$ cat src/verilog/fatm_consts.svh
// constants for the fault alarm trip manager
`ifndef FATM_CONSTS_SVH
`define FATM_CONSTS_SVH

`define FATM_CLK_MHZ      250
`define FATM_ESC_TIME_US  100
`define FATM_ESC_CYCLES   (`FATM_ESC_TIME_US * `FATM_CLK_MHZ)
`define FATM_FLASH_MS     250
`define FATM_FLASH_CYCLES (`FATM_FLASH_MS * 1000 * `FATM_CLK_MHZ)

// bit n-1 stands for fault code n
`define FATM_WARN_FIXED   16'h39f1
`define FATM_TRIP_FIXED   16'hf9c0
`define FATM_LOCK_FIXED   16'hd000

`endif

$ cat src/verilog/fatm_pkg.sv
// types for the fault alarm trip manager
package fatm_pkg;

	typedef enum logic [1:0]
	{
		RESP_OFF  = 2'h0,
		RESP_WARN = 2'h1,
		RESP_TRIP = 2'h2,
		RESP_LOCK = 2'h3
	} fatm_resp_t;

	typedef struct packed
	{
		fatm_resp_t code2;
		fatm_resp_t code3;
		fatm_resp_t code4;
		fatm_resp_t code10;
		fatm_resp_t code11;
	} fatm_cfg_t;

	typedef struct packed
	{
		logic       motor_run;
		logic       warn_lamp;
		logic       alarm_lamp;
		logic       disp_flash;
		logic [4:0] disp_code;
		logic       stall_det_en;
		logic       phase_chk_en;
	} fatm_stat_t;

	typedef enum logic [3:0]
	{
		ST_RUN  = 4'h1,
		ST_TRIP = 4'h2,
		ST_LOCK = 4'h4,
		ST_HOLD = 4'h8
	} fatm_state_t;

endpackage

$ cat src/verilog/fatm_manager.sv
// fault classification, trip state machine, lamps and display
`timescale 1ns/1ps
`include "fatm_consts.svh"
module fatm_manager
	import fatm_pkg::*;
#(
	parameter int ESC_CYCLES   = `FATM_ESC_CYCLES,
	parameter int FLASH_CYCLES = `FATM_FLASH_CYCLES
)
(
	input  wire logic        ref_clk,
	input  wire logic        rst_n,
	input  wire logic [15:0] fault_i,
	input  wire fatm_cfg_t   cfg_i,
	input  wire logic        surface_magnet_motor,
	input  wire logic        auto_reset_en,
	input  wire logic        serial_reset,
	input  wire logic        panel_reset_key,
	input  wire logic        panel_auto_on_key,
	input  wire logic        digital_reset_in,
	input  wire logic        mains_ok,
	output fatm_stat_t       stat_o,
	output fatm_state_t      state_o
);
	function automatic logic [2:0] resp_cls(input fatm_resp_t r);
		// {lock, trip, warn}
		case (r)
			RESP_WARN: return 3'h1;
			RESP_TRIP: return 3'h3;
			RESP_LOCK: return 3'h7;
			default:   return 3'h0;
		endcase
	endfunction

	function automatic logic [4:0] low_code(input logic [15:0] v);
		logic [4:0] c;
		c = 5'h00;
		for (int i = 15; i >= 0; i--)
		begin
			if (v[i])
				c = 5'(i + 1);
		end
		return c;
	endfunction

	// pins from the panel and terminals
	logic [3:0] pin_lvl;
	logic [3:0] pin_prev_q;

	fatm_sync #(.W(4)) u_sync
	(
		.ref_clk (ref_clk),
		.rst_n   (rst_n),
		.pin     ({mains_ok, digital_reset_in, panel_auto_on_key, panel_reset_key}),
		.lvl     (pin_lvl)
	);

	wire        mains_s   = pin_lvl[3];
	wire  [2:0] pin_rise  = pin_lvl[2:0] & ~pin_prev_q[2:0];
	wire        key_rst_p = pin_rise[0];
	wire        auto_on_p = pin_rise[1];
	wire        din_rst_p = pin_rise[2];

	// per-code classes
	wire  [2:0] c2  = resp_cls(cfg_i.code2);
	wire  [2:0] c3  = resp_cls(cfg_i.code3);
	wire  [2:0] c4  = resp_cls(cfg_i.code4);
	wire  [2:0] c10 = resp_cls(cfg_i.code10);
	wire  [2:0] c11 = resp_cls(cfg_i.code11);

	wire [15:0] warn_cls = `FATM_WARN_FIXED
		| {5'h00, c11[0], c10[0], 5'h00, c4[0], c3[0], c2[0], 1'b0};
	wire [15:0] trip_cls = `FATM_TRIP_FIXED
		| {5'h00, c11[1], c10[1], 5'h00, c4[1], c3[1], c2[1], 1'b0};
	wire [15:0] lock_cls = `FATM_LOCK_FIXED
		| {5'h00, c11[2], c10[2], 5'h00, c4[2], c3[2], c2[2], 1'b0};

	// escalation timer, one shared for all warn-then-trip faults
	logic [31:0] esc_q;
	wire  [15:0] esc_vec  = fault_i & warn_cls & trip_cls;
	wire         esc_done = (esc_q >= 32'(ESC_CYCLES - 1));

	wire  [15:0] warn_now = fault_i & warn_cls;
	wire  [15:0] trip_now = fault_i & trip_cls & (~warn_cls | {16{esc_done}});
	wire  [15:0] lock_now = trip_now & lock_cls;
	wire         warn_any = |warn_now;

	// flash divider, one-cycle enable toggles the flash phase
	logic [31:0] fl_cnt_q;
	logic        flash_q;
	wire         fl_tick = (fl_cnt_q == 32'(FLASH_CYCLES - 1));

	fatm_state_t st_q;
	fatm_state_t st_d;
	logic  [4:0] code_q;
	logic  [4:0] code_d;
	fatm_stat_t  stat_q;
	fatm_stat_t  stat_d;

	wire   [3:0] code_idx  = 4'(code_q - 5'h01);
	wire         cause_live = (code_q != 5'h00) && fault_i[code_idx];
	wire         ext_rst   = din_rst_p | serial_reset;
	wire         auto_rst  = auto_reset_en & (st_q == ST_TRIP);
	wire         can_trip  = (st_q == ST_RUN) || (st_q == ST_HOLD);

	always_comb
	begin
		st_d   = st_q;
		code_d = code_q;
		case (st_q)
			ST_RUN, ST_HOLD:
			begin
				if (|lock_now)
				begin
					st_d   = ST_LOCK;
					code_d = low_code(lock_now);
				end
				else if (|trip_now)
				begin
					st_d   = ST_TRIP;
					code_d = low_code(trip_now);
				end
				else if (st_q == ST_HOLD && auto_on_p)
					st_d = ST_RUN;
			end
			ST_TRIP:
			begin
				// a live cause blocks every source
				if (!cause_live)
				begin
					if (ext_rst || auto_rst)
						st_d = ST_RUN;
					else if (key_rst_p)
						st_d = ST_HOLD;
				end
			end
			ST_LOCK:
			begin
				// resets are ignored; only a mains loss demotes the lock
				if (!mains_s)
					st_d = ST_TRIP;
			end
			default:
			begin
				st_d   = ST_TRIP;
				code_d = 5'h00;
			end
		endcase
	end

	wire tripped = (st_q == ST_TRIP) || (st_q == ST_LOCK);

	always_comb
	begin
		stat_d              = '0;
		stat_d.motor_run    = (st_q == ST_RUN);
		stat_d.stall_det_en = ~surface_magnet_motor;
		stat_d.phase_chk_en = ~surface_magnet_motor;
		stat_d.disp_flash   = tripped;
		stat_d.disp_code    = tripped ? code_q : low_code(warn_now);
		case (st_q)
			ST_TRIP:
			begin
				stat_d.alarm_lamp = flash_q;
				stat_d.warn_lamp  = cause_live & flash_q;
			end
			ST_LOCK:
			begin
				stat_d.alarm_lamp = flash_q;
				stat_d.warn_lamp  = 1'b1;
			end
			default:
				stat_d.warn_lamp  = warn_any;
		endcase
	end

	always_ff @(posedge ref_clk or negedge rst_n)
	begin
		if (!rst_n)
		begin
			pin_prev_q <= 4'h0;
			esc_q      <= 32'h0000_0000;
			fl_cnt_q   <= 32'h0000_0000;
			flash_q    <= 1'b0;
		end
		else
		begin
			pin_prev_q <= pin_lvl;
			esc_q      <= (|esc_vec && can_trip && !esc_done) ? esc_q + 32'h1 :
			              (|esc_vec && can_trip) ? esc_q : 32'h0000_0000;
			fl_cnt_q   <= fl_tick ? 32'h0000_0000 : fl_cnt_q + 32'h1;
			flash_q    <= fl_tick ? ~flash_q : flash_q;
		end
	end

	always_ff @(posedge ref_clk or negedge rst_n)
	begin
		if (!rst_n)
		begin
			st_q   <= ST_HOLD;
			code_q <= 5'h00;
			stat_q <= '0;
		end
		else
		begin
			st_q   <= st_d;
			code_q <= code_d;
			stat_q <= stat_d;
		end
	end

	assign stat_o  = stat_q;
	assign state_o = st_q;
endmodule

$ cat src/verilog/fatm_sync.sv
// three flop synchroniser, a change counts when the last two agree
`timescale 1ns/1ps
module fatm_sync
#(
	parameter int W = 1
)
(
	input  wire logic         ref_clk,
	input  wire logic         rst_n,
	input  wire logic [W-1:0] pin,
	output logic      [W-1:0] lvl
);
	logic [W-1:0] s1_q;
	logic [W-1:0] s2_q;
	logic [W-1:0] s3_q;
	logic [W-1:0] lvl_q;

	// filtering on s2/s3 only keeps s1 out of any logic
	wire  [W-1:0] agree = ~(s2_q ^ s3_q);
	wire  [W-1:0] lvl_d = (agree & s3_q) | (~agree & lvl_q);

	always_ff @(posedge ref_clk or negedge rst_n)
	begin
		if (!rst_n)
		begin
			s1_q  <= '0;
			s2_q  <= '0;
			s3_q  <= '0;
			lvl_q <= '0;
		end
		else
		begin
			s1_q  <= pin;
			s2_q  <= s1_q;
			s3_q  <= s2_q;
			lvl_q <= lvl_d;
		end
	end

	assign lvl = lvl_q;
endmodule
$ cat config.mk
export PLATFORM = sky130hd
export DESIGN_NAME = fatm_manager
export DESIGN_NICKNAME = d
export VERILOG_FILES = /design/src/verilog/fatm_pkg.sv /design/src/verilog/fatm_manager.sv /design/src/verilog/fatm_sync.sv
export VERILOG_INCLUDE_DIRS = /design/src /design/src/verilog
export SDC_FILE = /design/constraint.sdc
export NUM_CORES = 1
export LEC_CHECK = 0
export BUFFER_PORTS_ARGS = -buffer_cell sky130_fd_sc_hd__buf_2
export CAP_MARGIN = 30
export CORE_AREA = 2 2 104 106
export DETAILED_ROUTE_END_ITERATION = 7
export DIE_AREA = 0 0 106 108
export PLACE_DENSITY = 0.7
export RECOVER_POWER = 25
export SLEW_MARGIN = 15
export SYNTH_ARGS = -nofsm -noshare
export SYNTH_HDL_FRONTEND = slang
export SYNTH_HIERARCHICAL = 1
export SYNTH_SLANG_ARGS = --single-unit
$ cat constraint.sdc
create_clock -name ref_clk -period 2.2 [get_ports ref_clk]
set_input_delay 0.22 -clock ref_clk [delete_from_list [all_inputs] [get_ports ref_clk]]
set_output_delay 0.22 -clock ref_clk [all_outputs]
set_load 0.05 [all_outputs]
# Word-level counts from Yosys, hierarchy flattened
# Cells that the tools add are included.
# totals
ff_bits	103
in_bits	35
out_inout_bits	15
wordCells	157
# op_classes
addsub	3
magnitude_cmp	2
n_eq_ne	26
n_mux	72
bitwise	21
n_reduce_logical	17
# ops
op	count
$mux 5	51
$mux 32	3
$add 32x1->32 const B	2
$and 16x16->16	4
$reduce_or 16->1	4
$pmux 3 s3	5
$eq 32x26->1 const B	1
$ge 32x15->1 const B	1
$mux 4	7
$eq 2x2->1 const B	10
$and 16x14->16	1
$not 14->16	1
$or 16x16->16	1
$pmux 4 s3	1
$eq 2x1->1 const B	5
$pmux 5 s2	1
$and 4x4->4	2
$not 4->4	2
$ne 2x2->1 const B	3
$lt 4x5->1 const B	1
$reduce_bool 5->1	1
$bmux 1 s4	1
$eq 4x1->1 const B	1
$eq 4x2->1 const B	1
21 further kinds	31

# Depth between registers and ports, before layout
# depth
word_depth	24
mapped_depth	9
mapped_depth_nobuf	8

# Cells and area by module
# Netlist, hierarchy kept.
# by_module_without_submodules
mod	instances	cells_per_inst	area_per_inst_um2	seq_area_each_um2
fatm_manager	1	457	4558.1	2178.3
fatm_sync	1	20	445.4	400.4

# Worst setup path after synthesis
# Ideal clock, no wire load.
# synth_timing
path_type	reg-to-reg
startpoint	register code_q[0]
endpoint	register st_q[1] (netlist: state_o[1])
setup_time_ns	0.096
arrival_time_ns	2.220
required_time_ns	2.104
path_slack_ns	-0.115
stages_incl_launch_ff	10
n_path_buf	1
synth_period_minus_slack_ns	2.315
path_cell_list	dfrtp_1 buf_6 inv_1 ha_1 mux4_2 nand3_1 a21oi_1 o31ai_2 o211ai_2 o31ai_1
# synth_between
elab_chain_len	6
elab_cells_between_ends	7
classes_between	1 x add/sub; 1 x eq/ne; 2 x mux; 3 x reduce/logical
# synth_rtl
item	line	rtl
from (decl)	fatm_manager.sv:95	logic [4:0] code_q;
from (signal assigned)	fatm_manager.sv:207	code_q <= code_d;
$sub 4x1->4	fatm_manager.sv:100	wire [3:0] code_idx = 4'(code_q - 5'h01);
$bmux 1 s4	fatm_manager.sv:101	wire cause_live = (code_q != 5'h00) && fault_i[code_idx];
$mux 1 (not written as such)	fatm_manager.sv:101	
$logic_and 1x1->1 (*)	fatm_manager.sv:101	
$ne 2x2->1 (no line) (*)	-	
$reduce_and 4->1 (no line) (*)	-	
to (signal assigned)	fatm_manager.sv:206	st_q <= st_d;
to (decl)	fatm_manager.sv:93	fatm_state_t st_q;
# Mark *: on every way between the ends. The rest lies on a longest branch, timed or not. The select of a mux whose other input is x is not followed.
# A chain may end at the register's enable or synchronous reset.

# Worst setup path after layout
# layout_timing
startpoint	register esc_q[1]
endpoint	register code_q[0]
# layout_between
elab_chain_len	21
elab_cells_between_ends	41
classes_between	1 x order compare; 1 x eq/ne; 33 x mux; 3 x bitwise; 3 x reduce/logical
# layout_rtl
item	line	rtl
from (decl)	fatm_manager.sv:79	logic [31:0] esc_q;
from (signal assigned)	fatm_manager.sv:189	esc_q <= (|esc_vec && can_trip && !esc_done) ? esc_q + 32'h1 :
$ge 32x15->1 (*)	fatm_manager.sv:81	wire esc_done = (esc_q >= 32'(ESC_CYCLES - 1));
$or 16x16->16 (*)	fatm_manager.sv:84	wire [15:0] trip_now = fault_i & trip_cls & (~warn_cls | {16{esc_done}});
$and 16x16->16 (*)	fatm_manager.sv:84	
$mux 5 or $and 16x16->16 (tied branches)	fatm_manager.sv:40, fatm_manager.sv:85	
$mux 5 (14 in series)	fatm_manager.sv:40	if (v[i])
$mux 5, on equally long branches	fatm_manager.sv:118, fatm_manager.sv:40	
$mux 5	fatm_manager.sv:113	if (|lock_now)
$pmux 5 s2	fatm_manager.sv:110	case (st_q)
# Marks and branches as above.

==> impl_metrics.json <==
{
  "synth_top_area_cell": "dfrtp_1",
  "synth_cell_types": 65,
  "holdWs_ps": 97.4,
  "skew_ps": 22.5,
  "cts_buffers": 9,
  "crit_path_max_fanout": 9,
  "fin_setup_tns_ps": 0,
  "grt_pass1_wl_mm": 17.6,
  "synth_area_um2": 5000,
  "drtIter0Drc": 294,
  "clkLatencyLatePin_ps": 370,
  "fillers": 879,
  "cp_data_required_time_ps": 2500,
  "firstDrtPassIters": 5,
  "synth_nets": 515,
  "clockBufferDepth": 2,
  "ys_ff_latch": 103,
  "via_per_inst": 5.54,
  "dieArea_um2": 11400,
  "coreArea_um2": 10200,
  "drive_gt1_share_pct": 21.3,
  "finish.utilization_pct": 57.1,
  "vias": 3848,
  "drt-total-wl_mm": 10.0,
  "stdcell_area_um2": 5840,
  "nets": 592,
  "num_rows": 37,
  "period_needed_ps": 2130,
  "htree_levels": 3,
  "min_path_type": "in2reg",
  "relSlewSlack_pct": 14.2,
  "cts.clk_slew.worst_paths_ps": 110,
  "setup_viol": 0,
  "outcome": "finished, final reports clean",
  "port_buffers": 49,
  "cp-start-kind": "flop",
  "leakage_nw": 2.65,
  "ys_seq_area_share_pct": 51.5,
  "switchingPower_mw": 1.99,
  "antenna_cells": 0,
  "p_int_mw": 3.28,
  "antenna_found_initial": 0,
  "total_power_mw": 5.28,
  "grt_overflow": 0,
  "fin_crit_sh_pct": 96.7,
  "clkPwrFrac_pct": 21.5,
  "clock.fmax_ghz": 0.470,
  "end_kind": "flop",
  "ant_nets": 0,
  "die_h_um": 108,
  "tightest_slew_ps": 1290,
  "track_usage_pct": 18.8,
  "postSynthCellCount": 477,
  "dp_hpwl_mm": 7.22,
  "yosys-top-cells-area": "dfrtp_1 51%, xor2_1 4.7%, nor2_1 3.8%",
  "drv_slew": 0,
  "routedWlPerCell_um": 14.4,
  "dpl-instance-area_um2": 5520,
  "ios": 50,
  "path_class": "reg2reg",
  "ys.warnings.count": 6,
  "synth_ff_type": "dfrtp_1",
  "cts_root_buf": "clkbuf_8",
  "seqPwrFrac_pct": 41.5,
  "combPwrFrac_pct": 37.0,
  "grt_max_degree": 54,
  "drc_errors": 0,
  "die-width_um": 106,
  "cts_tree": "built",
  "synth_top_area_share_pct": 51.0,
  "clock-sinks": 103,
  "cp.arrival_ps": 2430,
  "p_per_area_nw_per_um2": 903,
  "syn2layout_area_growth_pct": 16.8,
  "max-cap-violations": 0,
  "gp_congestion": 0.908,
  "swShare_pct": 37.8,
  "initial_core_util_pct": 48.9,
  "grt_pass1_vias": 3786,
  "synth_edf_count": 0,
  "peakVddDrop_mv": 0.429,
  "postSynthAreaPerCell_um2": 10.5,
  "async_reset_ff_share_pct": 100,
  "finalHoldViolCount": 0,
  "rsz0062_at_grt": "yes"
}
## cell usage after synthesis (5+ instances only)
master,number
dfrtp_1,102
nor2_1,50
nand2_1,34
xor2_1,27
nand3_1,25
and2_1,23
nand4_1,18
xnor2_1,18
a21oi_1,16
o21ai_0,14
inv_1,13
clkbuf_1,9
nor4_1,8
and3_1,7
nor3_1,7
o31ai_1,7
nand2b_1,6
or3_1,5
## path summary, 6_finish.rpt
| kind | cells after the start | from | endpoint | slack, ps |
|---|---|---|---|---|
| worst max-delay path | 7 | esc_q[1] | code_q[0] | 70 |
| worst min-delay path | 2 | fault_i[0] | stat_o[3] | 100 |
| worst max register to register | 7 | esc_q[1] | code_q[0] | 70 |
| worst min register to register | 0 | u_sync/s1_q[3] | u_sync/s2_q[3] | 360 |
| max in group asynchronous | 3 | rst_n | fl_cnt_q[14] | 700 |
| min in group asynchronous | 2 | rst_n | fl_cnt_q[23] | 650 |
## metrics by stage
step                      std cells  setup slack [ps]
after floorplan                 477              2.44
after global placement          669              57.5
after detailed placement        669             -37.1
after CTS                       693              8.14
after global routing            695             -51.6
final                           695              73.1
## repair_timing
item	in CTS	in global routing
gates resized for setup	4	12
endpoints found under the hold margin	55	0
pin swaps	4	12
hold buffers	6	0
buffers inserted	2	2
endpoints found under the setup margin	1	10
## power groups by stage
stage | Sequential (mW) | Combinational [mW] | Clock, mW
2_1_floorplan | 2.49 | 0.997 | 0
3_3_place_gp | 2.21 | 1.71 | 0
3_5_place_dp | 2.22 | 1.74 | 0
4_1_cts | 2.19 | 1.85 | 1.18
5_1_grt | 2.22 | 2.14 | 1.27
6_report | 2.19 | 1.95 | 1.14
## layer usage
metal	track usage, %	vias up	routed length [um]
li1	-	1866	-
met1	25.1	1873	4610
met2	31.5	98	4780
met3	4.16	11	507
met4	4.70	0	138
met5	0	-	0
## critical path, cell delays in order (launching register included)
cell and delay, ps:
dfrtp_1 410, ha_2 200, a211oi_2 230, o211ai_2 170, a211o_2 420, mux2_4 330, o21ai_1 130, a32o_1 170
## cells by family after synthesis
kind of cell    synth area share (%)
mux                             2.50
xor+xnor                        7.88
flops                           51.5
simple gates                    22.0
compound gates                  11.5
buf+inv                         2.95
fa+ha+maj                       1.65
## state kept, by name, indices dropped and copies added (netlist names), named ones only
register / cells
flash_q: 1
u_sync/s3_q: 4
u_sync/s2_q: 4
code_q: 5
pin_prev_q: 3
stat_o: 10
esc_q: 32
state_o: 4
u_sync/s1_q: 4
fl_cnt_q: 32
## cell type report
cell class / count / area (um^2) / area share (%)
sequential: 103 / 2580 / 44.1
multi-input combinational: 345 / 2330 / 39.9
timing repair buffer: 82 / 519 / 8.89
tap: 136 / 170 / 2.91
clock buffer: 9 / 124 / 2.12
clock inverter: 7 / 71.3 / 1.22
inverter: 13 / 48.8 / 0.835
## layout by cell type (no fill, tap or decap), types with 3 or more instances in the layout
cell           instances
buf_2                 47
o211ai_1               3
maj3_1                 4
mux4_2                 4
and3_1                 7
a31oi_1                4
nand3_1               23
o21ai_1                5
a32o_1                 3
inv_8                  3
or3_1                  5
nor4b_1                3
and4_1                 4
nor2b_1                4
buf_4                 26
nor4_1                 7
dfrtp_1              102
nand2_1               34
dlygate4sd3_1          6
inv_1                 11
a21oi_1               14
o31ai_1                7
nor3_1                 7
xor2_1                27
o21ai_0               11
xnor2_1               18
and2_1                23
nand4_1               18
nor2_1                49
nand2b_1               6
clkbuf_8               9
Note: power is estimated with default switching activity, not from simulation.
